## src/verilog/epi_consts.svh

```systemverilog
// Constants of the external pin interrupt unit: offsets, fields, resets.
// Assumes inclusion by bare name from the unit's design files.
// Overview of operation
// - Line-1 sense bits 3:2 pick the trigger
// - Line-0 sense bits 1:0 pick the trigger
// - Pins sampled first; pulses over one clock caught
// - Request delivered only with line and global enable
// - Pin activity counts even when pin drives out
// - Qualifying event sets the line's flag
// - Taking the vector clears the line's flag
// - Writing one clears a flag; zero leaves it
// - Level-mode line's flag always reads zero
// - Each line has its own vector
// - Control: sleep enable, sleep mode, sense fields
// - Enable register: line1 bit 7, line0 bit 6
// - Flag register: line1 bit 7, line0 bit 6
// - Edges need clock; low level detected without it
// - Enabled level line requests while pin stays low
`ifndef EPI_CONSTS_SVH
`define EPI_CONSTS_SVH

// ****************************************
// Register offsets (byte addresses)
// ****************************************
`define EPI_OFF_CTRL 12'h000
`define EPI_OFF_ENABLE 12'h004
`define EPI_OFF_FLAGS 12'h008
`define EPI_OFF_STATUS 12'h00c
`define EPI_OFF_CLEAR 12'h010
`define EPI_OFF_IRQ_EN 12'h014
`define EPI_OFF_GLOBAL 12'h018
// ****************************************
// Field positions
// ****************************************
`define EPI_BIT_SLEEP_EN 7
`define EPI_SLEEP_MODE_HI 6
`define EPI_SLEEP_MODE_LO 4
`define EPI_L1_SENSE_HI 3
`define EPI_L1_SENSE_LO 2
`define EPI_L0_SENSE_HI 1
`define EPI_L0_SENSE_LO 0
`define EPI_BIT_LINE1 7
`define EPI_BIT_LINE0 6
// ****************************************
// Reset values and vector codes
// ****************************************
`define EPI_CTRL_RESET 8'h00
`define EPI_ENABLE_RESET 8'h00
`define EPI_VEC_LINE0 4'h1
`define EPI_VEC_LINE1 4'h2
`define EPI_VEC_NONE 4'h0

`endif

```

## src/verilog/epi_pkg.sv

```systemverilog
// Types shared by the external pin interrupt unit.
// Assumes nothing of its surroundings.
package epi_pkg;
  typedef enum logic [1:0] {
    EPI_SENSE_LOW = 2'b00,
    EPI_SENSE_ANY = 2'b01,
    EPI_SENSE_FALL = 2'b10,
    EPI_SENSE_RISE = 2'b11
  } epi_sense_e;
endpackage

```

## src/verilog/epi_top.sv

```systemverilog
// Top of the external pin interrupt unit with APB register slave.
// Assumes APB master on MCLK; the core acks vectors with a pulse.
`timescale 1ns/1ns
`default_nettype none
`include "epi_consts.svh"
module epi_top (
  input wire logic MCLK, // 50 MHz clock
  input wire logic RST_N, // Synchronous reset, active low
  input wire logic [11:0] PADDR, // APB address
  input wire logic PSEL, // APB select
  input wire logic PENABLE, // APB enable
  input wire logic PWRITE, // APB direction
  input wire logic [31:0] PWDATA, // APB write data
  output logic [31:0] PRDATA, // APB read data
  output logic PREADY, // APB ready
  output logic PSLVERR, // APB error
  input wire logic LINE0_PIN, // Line-0 pin level
  input wire logic LINE1_PIN, // Line-1 pin level
  input wire logic VEC_ACK, // Core takes the presented vector
  output logic CORE_REQ, // Interrupt request to core
  output logic [3:0] CORE_VEC, // Vector of highest request
  output logic WAKE_REQ, // Low-level wake request, clockless
  output logic SLEEP_ENABLE, // Sleep enable control bit
  output logic [2:0] SLEEP_MODE, // Sleep mode field
  output logic IRQ // Status interrupt output
);
  // ****************************************
  // Registers and bus decode
  // ****************************************
  logic [7:0] ctrl_q;
  logic [7:0] enable_q;
  logic global_q;
  logic [1:0] flag_q;
  logic [1:0] status_q;
  logic [1:0] irq_en_q;
  logic [1:0] vec_q;
  logic [3:0] vec_out_q;
  logic [31:0] rdata_q;
  logic wr_en;
  logic rd_en;
  logic hit;
  logic [1:0] ev;
  logic [1:0] low;
  logic [1:0] level_mode;
  logic [1:0] flag_w1c;
  logic [1:0] st_w1c;
  logic [1:0] take;
  logic [1:0] pend;
  logic [1:0] en_pair;

  function automatic logic mapped(input logic [11:0] a);
    mapped = (a == `EPI_OFF_CTRL) || (a == `EPI_OFF_ENABLE) ||
      (a == `EPI_OFF_FLAGS) || (a == `EPI_OFF_STATUS) ||
      (a == `EPI_OFF_CLEAR) || (a == `EPI_OFF_IRQ_EN) ||
      (a == `EPI_OFF_GLOBAL);
  endfunction

  function automatic logic [1:0] pick(input logic [7:0] d);
    pick = {d[`EPI_BIT_LINE1], d[`EPI_BIT_LINE0]};
  endfunction

  assign hit = mapped(PADDR);
  assign wr_en = PSEL && PENABLE && PWRITE && hit;
  // Read data loads in setup, so PRDATA is settled by the access phase
  assign rd_en = PSEL && !PENABLE && !PWRITE;
  assign PREADY = 1'b1;
  assign PSLVERR = PSEL && PENABLE && !hit;

  // ****************************************
  // Line detectors
  // ****************************************
  epi_line_detect u_line0 (
    .clk(MCLK),
    .rst_n(RST_N),
    .pin(LINE0_PIN),
    .sense(ctrl_q[`EPI_L0_SENSE_HI:`EPI_L0_SENSE_LO]),
    .event_o(ev[0]),
    .low_async(low[0])
  );
  epi_line_detect u_line1 (
    .clk(MCLK),
    .rst_n(RST_N),
    .pin(LINE1_PIN),
    .sense(ctrl_q[`EPI_L1_SENSE_HI:`EPI_L1_SENSE_LO]),
    .event_o(ev[1]),
    .low_async(low[1])
  );

  // Level lines skip the flag; the pin itself is the request
  assign level_mode[0] = ctrl_q[`EPI_L0_SENSE_HI:`EPI_L0_SENSE_LO] == 2'b00;
  assign level_mode[1] = ctrl_q[`EPI_L1_SENSE_HI:`EPI_L1_SENSE_LO] == 2'b00;

  // ****************************************
  // Control, enable, global
  // ****************************************
  always_ff @(posedge MCLK) begin
    if (!RST_N) begin
      ctrl_q <= `EPI_CTRL_RESET;
    end else if (wr_en && PADDR == `EPI_OFF_CTRL) begin
      ctrl_q <= PWDATA[7:0];
    end
  end

  always_ff @(posedge MCLK) begin
    if (!RST_N) begin
      enable_q <= `EPI_ENABLE_RESET;
      global_q <= 1'b0;
      irq_en_q <= 2'b00;
    end else if (wr_en) begin
      if (PADDR == `EPI_OFF_ENABLE) begin
        enable_q <= PWDATA[7:0];
      end
      if (PADDR == `EPI_OFF_GLOBAL) begin
        global_q <= PWDATA[0];
      end
      if (PADDR == `EPI_OFF_IRQ_EN) begin
        irq_en_q <= pick(PWDATA[7:0]);
      end
    end
  end

  assign SLEEP_ENABLE = ctrl_q[`EPI_BIT_SLEEP_EN];
  assign SLEEP_MODE = ctrl_q[`EPI_SLEEP_MODE_HI:`EPI_SLEEP_MODE_LO];

  // ****************************************
  // Flags
  // ****************************************
  assign flag_w1c = (wr_en && PADDR == `EPI_OFF_FLAGS) ? pick(PWDATA[7:0]) : 2'b00;
  // Ack clears the line whose vector was on show, one cycle behind pend
  assign take = VEC_ACK ? vec_q : 2'b00;

  // Set wins over any clear arriving in the same cycle
  always_ff @(posedge MCLK) begin
    if (!RST_N) begin
      flag_q <= 2'b00;
    end else begin
      for (int i = 0; i < 2; i++) begin
        if (level_mode[i]) begin
          flag_q[i] <= 1'b0;
        end else if (ev[i]) begin
          flag_q[i] <= 1'b1;
        end else if (flag_w1c[i] || take[i]) begin
          flag_q[i] <= 1'b0;
        end
      end
    end
  end

  // ****************************************
  // Core request and vectors
  // ****************************************
  assign en_pair = pick(enable_q);
  always_comb begin
    for (int i = 0; i < 2; i++) begin
      pend[i] = (level_mode[i] ? low[i] : flag_q[i]) && en_pair[i]
        && global_q;
    end
  end

  assign CORE_REQ = |pend;
  assign WAKE_REQ = global_q && |(low & level_mode & en_pair);

  // Line 0 has the lower vector, so it wins when both pend
  always_ff @(posedge MCLK) begin
    if (!RST_N) begin
      vec_q <= 2'b00;
      vec_out_q <= `EPI_VEC_NONE;
    end else if (pend[0]) begin
      vec_q <= 2'b01;
      vec_out_q <= `EPI_VEC_LINE0;
    end else if (pend[1]) begin
      vec_q <= 2'b10;
      vec_out_q <= `EPI_VEC_LINE1;
    end else begin
      vec_q <= 2'b00;
      vec_out_q <= `EPI_VEC_NONE;
    end
  end
  assign CORE_VEC = vec_out_q;

  // ****************************************
  // Status interrupt
  // ****************************************
  assign st_w1c = (wr_en && PADDR == `EPI_OFF_CLEAR) ? pick(PWDATA[7:0]) : 2'b00;

  always_ff @(posedge MCLK) begin
    if (!RST_N) begin
      status_q <= 2'b00;
    end else begin
      status_q <= (status_q & ~st_w1c) | ev;
    end
  end

  assign IRQ = |(status_q & irq_en_q);

  // ****************************************
  // Read data
  // ****************************************
  always_ff @(posedge MCLK) begin
    if (!RST_N) begin
      rdata_q <= 32'h0000_0000;
    end else if (rd_en) begin
      case (PADDR)
        `EPI_OFF_CTRL: rdata_q <= {24'h00_0000, ctrl_q};
        `EPI_OFF_ENABLE: rdata_q <= {24'h00_0000, enable_q[7:6], 6'h00};
        `EPI_OFF_FLAGS: rdata_q <= {24'h00_0000, flag_q & ~level_mode, 6'h00};
        `EPI_OFF_STATUS: rdata_q <= {24'h00_0000, status_q, 6'h00};
        `EPI_OFF_IRQ_EN: rdata_q <= {24'h00_0000, irq_en_q, 6'h00};
        `EPI_OFF_GLOBAL: rdata_q <= {31'h0000_0000, global_q};
        default: rdata_q <= 32'h0000_0000;
      endcase
    end
  end
  assign PRDATA = rdata_q;
endmodule // epi_top
`default_nettype wire

```

## src/verilog/epi_line_detect.sv

```systemverilog
// One pin line: synchroniser, edge detector and level path.
// Assumes one clock; the pin may change at any time.
`timescale 1ns/1ns
`default_nettype none
module epi_line_detect (
  input wire logic clk, // Module clock
  input wire logic rst_n, // Synchronous reset, active low
  input wire logic pin, // Raw pin level
  input wire logic [1:0] sense, // Sense selection
  output logic event_o, // One-cycle edge event
  output logic low_async // Raw low level, no clock needed
);
  logic sync1_q;
  logic sync2_q;
  logic prev_q;
  epi_pkg::epi_sense_e mode;

  always_ff @(posedge clk) begin
    if (!rst_n) begin
      sync1_q <= 1'b1;
      sync2_q <= 1'b1;
      prev_q <= 1'b1;
    end else begin
      sync1_q <= pin;
      sync2_q <= sync1_q;
      prev_q <= sync2_q;
    end
  end

  always_comb begin
    mode = epi_pkg::epi_sense_e'(sense);
    case (mode)
      epi_pkg::EPI_SENSE_ANY: event_o = sync2_q ^ prev_q;
      epi_pkg::EPI_SENSE_FALL: event_o = prev_q & ~sync2_q;
      epi_pkg::EPI_SENSE_RISE: event_o = ~prev_q & sync2_q;
      default: event_o = 1'b0;
    endcase
  end

  // Level path bypasses the clock so it can wake a stopped core
  assign low_async = ~pin;
endmodule // epi_line_detect
`default_nettype wire

```

## config.mk

```make
export PLATFORM = sky130hd
export DESIGN_NAME = epi_top
export DESIGN_NICKNAME = d
export VERILOG_FILES = /design/src/verilog/epi_pkg.sv /design/src/verilog/epi_top.sv /design/src/verilog/epi_line_detect.sv
export VERILOG_INCLUDE_DIRS = /design/src /design/src/verilog
export SDC_FILE = /design/constraint.sdc
export NUM_CORES = 1
export LEC_CHECK = 0
export BUFFER_PORTS_ARGS = -buffer_cell sky130_fd_sc_hd__buf_4
export CAP_MARGIN = 20
export CORE_MARGIN = 4
export CORE_UTILIZATION = 27
export DETAILED_ROUTE_END_ITERATION = 8
export SYNTH_ARGS = -nofsm -noshare
export SYNTH_HDL_FRONTEND = slang
export SYNTH_SLANG_ARGS = --single-unit
```

## constraint.sdc

```tcl
create_clock -name MCLK -period 1.6 [get_ports MCLK]
set_input_delay 0.08 -clock MCLK [delete_from_list [all_inputs] [get_ports MCLK]]
set_output_delay 0.08 -clock MCLK [all_outputs]
set_load 0.05 [all_outputs]
```

* Yosys cells after proc, flatten, opt, wreduce, memory -nomap -nowiden *
Index checks and enable logic that the tools add are counted.

operators by class
  reductions and logical operators = 39
  eq/ne operators = 12
  muxes and demuxes = 16
  bitwise operators = 21

operator list
  kind                                                   number
  one-hot mux 8 bit (6 select lines)                     1
  equality test 12 x 5 -> 1 bit (second input constant)  3
  equality test 12 x 4 -> 1 bit (second input constant)  2
  logical AND 1 bit                                      14
  equality test 12 x 3 -> 1 bit (second input constant)  1
  logical NOT 12 bit                                     1
  OR reduction 2 bit                                     6
  AND 2 bit                                              5
  2-to-1 mux 2 bit                                       5
  equality test 2 bit (second input constant)            4
  logical OR 1 bit                                       8
  2-to-1 mux 1 bit                                       8
  NOT 1 bit                                              7
  one-hot mux 1 bit (3 select lines)                     2
  AND reduction 2 bit                                    3
  AND 1 bit                                              4
  equality test 2 x 1 -> 1 bit (second input constant)   2
  logical NOT 2 bit                                      2
  NOT 2 bit                                              2
  nonzero test 2 bit                                     2
  logical NOT 1 bit                                      3
  bitwise OR 2 bit                                       1
  bitwise XOR 1 bit                                      2

storage, ports and cells
  input bits = 52
  word-level logic and storage cells = 106
  register bits after elaboration = 65

* Logic depth before layout (Yosys ltp) *
  depth in word-level cells = 13
  gate-level depth with buffers = 6

* Modules after synthesis *
From an unflattened synthesis, not the netlist that was laid out.

second synthesis, totals
  cells, all modules = 220
  area, all modules = 1,833.0 µm²

modules (own cells, without submodules)
  module           seq. area each (µm²)  area an instance (µm²)  times used  cells an instance
  epi_top          540.5                 1,552.7                 1           190
  epi_line_detect  60.1                  140.1                   2           15

* Worst setup path after synthesis *
OpenSTA, ideal clock, no wires.

  kind = input to output
  from = input PADDR[2]
  to = output PSLVERR
  stages on the path = 3
  arrival = 1.321 ns
  required time = 1.520 ns
  buffers on the path = 1
  setup slack = 0.199 ns
  cells stage by stage = clkbuf_1 nand3_1 a31oi_1

on the way
  word-level cells in the longest chain between the ends = 9
  elaborated cells on any way between the ends = 15
  those cells by class = eq/ne (6); reduce/logical (9)

RTL lines
  what                                                                 RTL line       source
  from (decl)                                                          epi_top.sv:9   input wire logic [11:0] PADDR,
  equality test 12 x 3 -> 1 bit or logical NOT 12 bit (tied branches)  n/a
  logical OR 1 bit (5 in series)                                       epi_top.sv:52  mapped = (a == `EPI_OFF_CTRL) || (a == `EPI_OFF_ENABLE) ||
  logical OR 1 bit (*)                                                 epi_top.sv:52
  logical NOT 1 bit (*)                                                epi_top.sv:67  assign PSLVERR = PSEL && PENABLE && !hit;
  logical AND 1 bit (*)                                                epi_top.sv:67
  to (decl)                                                            epi_top.sv:16  output logic PSLVERR,

Every way passes the cells marked *; elsewhere a longest branch is shown, timed or not.

* Worst setup path in the final report *
  from = register ctrl_q[3]
  to = output CORE_REQ

on the way
  word-level cells in the longest chain between the ends = 5

RTL lines
  what                    RTL line        source
  from (decl)             epi_top.sv:30   logic [7:0] ctrl_q;
  from (signal assigned)  epi_top.sv:98   ctrl_q <= `EPI_CTRL_RESET;
  from (signal assigned)  epi_top.sv:100  ctrl_q <= PWDATA[7:0];
  logical NOT 2 bit       epi_top.sv:91   assign level_mode[1] = ctrl_q[`EPI_L1_SENSE_HI:`EPI_L1_SENSE_LO] == 2'b00;
  2-to-1 mux 1 bit        epi_top.sv:155  pend[i] = (level_mode[i] ? low[i] : flag_q[i]) && en_pair[i]
  logical AND 1 bit       epi_top.sv:155
  logical AND 1 bit       epi_top.sv:156  && global_q;
  OR reduction 2 bit      epi_top.sv:160  assign CORE_REQ = |pend;
  to (decl)               epi_top.sv:20   output logic CORE_REQ,

No other way between the ends.

==> flow_summary.yaml <==
sta:
  worst_hold_slack_ns: 0.01636
  timing.final.crit_share_pct: 97.17
  fmaxAchievable_mhz: 643.2
  rsz0062_at_grt: "true"
  fin_skew_ns: 0.008023
  fin_setup_tns_ns: 0
  period_needed_ns: 1.555
  finalSetupViolCount: 0
  finalMaxSlewViolations: 0
  finalHoldViolations: 0
cts:
  cts.clk_slew.worst_paths_ns: 0.07
  clock_sinks: 33
  cts_setup_buffers: 0
  clock_path_buffers: 2
  cts-htree-levels: 2
  cts_root_buffer: "clkbuf_8"
  cts_tree: "yes"
  insertion_delay_ns: 0.29
  cts_buffers: 5
yosys:
  syn-instance-count: 235
  synth-seq-area-share_pct: 34.55
  synth_cell_types: 41
  synth_seq_cells: 33
  syn_area_sq_mm: 0.001912
  yosys_warnings: 0
  postSynthAreaPerCell_sq_um: 8.135
placement:
  routabilityCongestion: 0.8149
  io_buffers: 45
  place_hpwl_microns: 3882
  post_dp_cell_area_sq_mm: 0.002281
power_and_ir_drop:
  cellPowerDensity_mw_per_mm2: 731.5
  leakagePower_nw: 1.035
  max-vdd-ir-drop_v: 0.0002826
detailed_routing:
  viasPerCell: 4.507
  first_pass_iters: 4
  antenna_left: 0
  postRouteWirelength_microns: 4887
  wire_per_inst_microns: 12.89
  drcViolationCount: 0
  dr_total_vias: 1708
  drt_iter0_drc: 66
setup_path:
  cp_max_fo: 7
  start_kind: "flop"
  required_ns: 1.52
  end_kind: "output port"
  path_class: "reg -> out"
  cp.arrival_ns: 1.47
layout:
  drive_gt1_share_pct: 25.09
  nNetsFinal: 338
  antennaDiodeCount: 0
  syn_to_final_growth_pct: 24.87
  final_area_sq_mm: 0.002387
  nFillCells: 746
global_routing:
  grt_antenna_before_repair: 0
  grt_pass1_wl_microns: 7762
  grt_use_total_pct: 11.46
  grt_max_degree: 33
  overflow: 0
  first_global_vias: 1630
floorplan:
  start_util_pct: 27.99
  rows: 30
  die_area_sq_mm: 0.008491
  dieHeight_microns: 92.15
  coreArea_sq_mm: 0.006832
  die_width_microns: 92.15
  ios: 97
job:
  maxCapViolations: 0
status:
  status: "completed"
hold_path:
  hold_class: "in -> reg"
-- logic make-up (layout without fill, tap and decap cells) --
group	after synthesis	count (layout)	share of synthesized area [%]
other	2	27	0.3928
buffers and inverters	48	71	15.31
AO/OA/AOI/OAI	39	39	11.85
multiplexers	14	14	7.461
AND/OR/NAND/NOR	94	94	27.36
XOR/XNOR	1	1	0.4582
flip-flops	33	33	34.55
adder cells (fa/ha/maj)	4	4	2.618
-- where the power goes --
part / switching (mW) / internal, mW / leakage, nW
sequential: 0.00218 / 0.827 / 0.267
clock: 0.313 / 0.301 / 0.0450
combinational: 0.226 / 0.0766 / 0.723
-- path summary, 6_finish.rpt --
path | from | to | slack (ns) | cells after the start
worst max-delay path | ctrl_q[3] | CORE_REQ | 0.05 | 5
worst min-delay path | LINE1_PIN | u_line1.sync1_q | 0.02 | 2
worst max register to register | ctrl_q[1] | PRDATA[6] | 0.19 | 4
worst min register to register | u_line1.sync1_q | u_line1.sync2_q | 0.41 | 1
-- through the flow --
stage	setup slack [ns]	util, %	std cells	power, mW
6_report	0.04525	34.95	379	1.746
5_1_grt	-0.04183	34.95	379	1.806
4_1_cts	0.007113	34.74	379	1.758
3_5_place_dp	0.03700	33.39	370	1.146
3_3_place_gp	0.06894	33.39	370	1.144
2_1_floorplan	0.1987	-	260	1.109
-- synth_stat cells --
cell type,number,area share [%]
nand2_1,38,7.5
dfxtp_1,33,35
buf_4,30,12
a21oi_1,15,3.9
mux2i_1,12,6.3
nand3_1,12,3.1
clkbuf_1,10,2.0
inv_1,8,1.6
o21ai_0,7,1.8
nor3_1,6,1.6
o21ai_1,6,1.6
and3_1,5,1.6
nor2_1,5,0.98
ha_1,4,2.6
nand2b_1,4,1.3
or3_1,4,1.3
nand4_1,3,0.98
a221oi_1,2,0.92
and4b_1,2,1.0
conb_1,2,0.39
mux2_2,2,1.2
nand3b_1,2,0.79
nor3b_1,2,0.79
nor4b_1,2,0.92
o211ai_1,2,0.79
o21a_1,2,0.79
a21o_1,1,0.39
a22o_1,1,0.46
a31oi_1,1,0.33
a32oi_1,1,0.46
nand4b_1,1,0.46
nor2b_1,1,0.33
nor3_4,1,0.85
nor3b_2,1,0.65
nor4_2,1,0.65
nor4_4,1,1.1
o31ai_1,1,0.39
or2_2,1,0.33
or3b_1,1,0.46
or4_4,1,0.59
xnor2_1,1,0.46
-- cell usage in the layout, fill, tap and decap left out, types with 2 or more instances in the layout --
cell type and count:
mux2i_1 12, a21oi_1 15, a221oi_1 2, and3_1 5
nand2_1 38, nand3_1 12, dfxtp_1 33, nand2b_1 4
clkinv_2 2, clkbuf_8 5, nand4_1 3, nor3_1 6
o211ai_1 2, and4b_1 2, or3_1 4, nor3b_1 2
conb_1 27, inv_1 8, mux2_2 2, nor2_1 5
o21ai_1 6, o21a_1 2, nand3b_1 2, buf_4 52
o21ai_0 6, ha_1 4
-- worst max-delay path, cell delays in order, from the launching register on --
cell	delay (ns)
dfxtp_1	0.33
buf_4	0.17
o31ai_1	0.21
and3_1	0.20
a21o_1	0.11
buf_6	0.16
-- final cells by class --
type | count | area (sq um) | area share (%)
well taps | 96 | 120.1 | 5.031
inverters | 8 | 30.03 | 1.258
multi-input cells | 179 | 1062 | 44.50
clock inverters | 2 | 10.01 | 0.4193
clock buffers | 6 | 72.57 | 3.040
flip-flops and latches | 33 | 660.6 | 27.67
repair buffers | 55 | 431.7 | 18.08
-- what timing repair did --
action                     4_1_cts  5_1_grt
setup endpoints to repair        1        2
hold buffers                     1        0
hold endpoints to repair         1        0
pin swaps                        0        0
gates resized for setup          1        3
-- per-layer routing --
layer  vias up  part of all wire (%)  GRT usage, %
met1       798                    46         14.07
met2        53                    47         19.28
li1        850                     -             -
met4         0                   1.2         3.713
met3         7                   5.7         3.199
met5         -                     0             0
-- state kept, by name, indices dropped and copies added, names as in the netlist, 2 cells and up --
| register | count |
|---|---|
| irq_en_q | 2 |
| ctrl_q | 8 |
| enable_q | 2 |
| flag_q | 2 |
| status_q | 2 |
| PRDATA | 8 |
No activity file was read; power rests on OpenSTA's default activity.
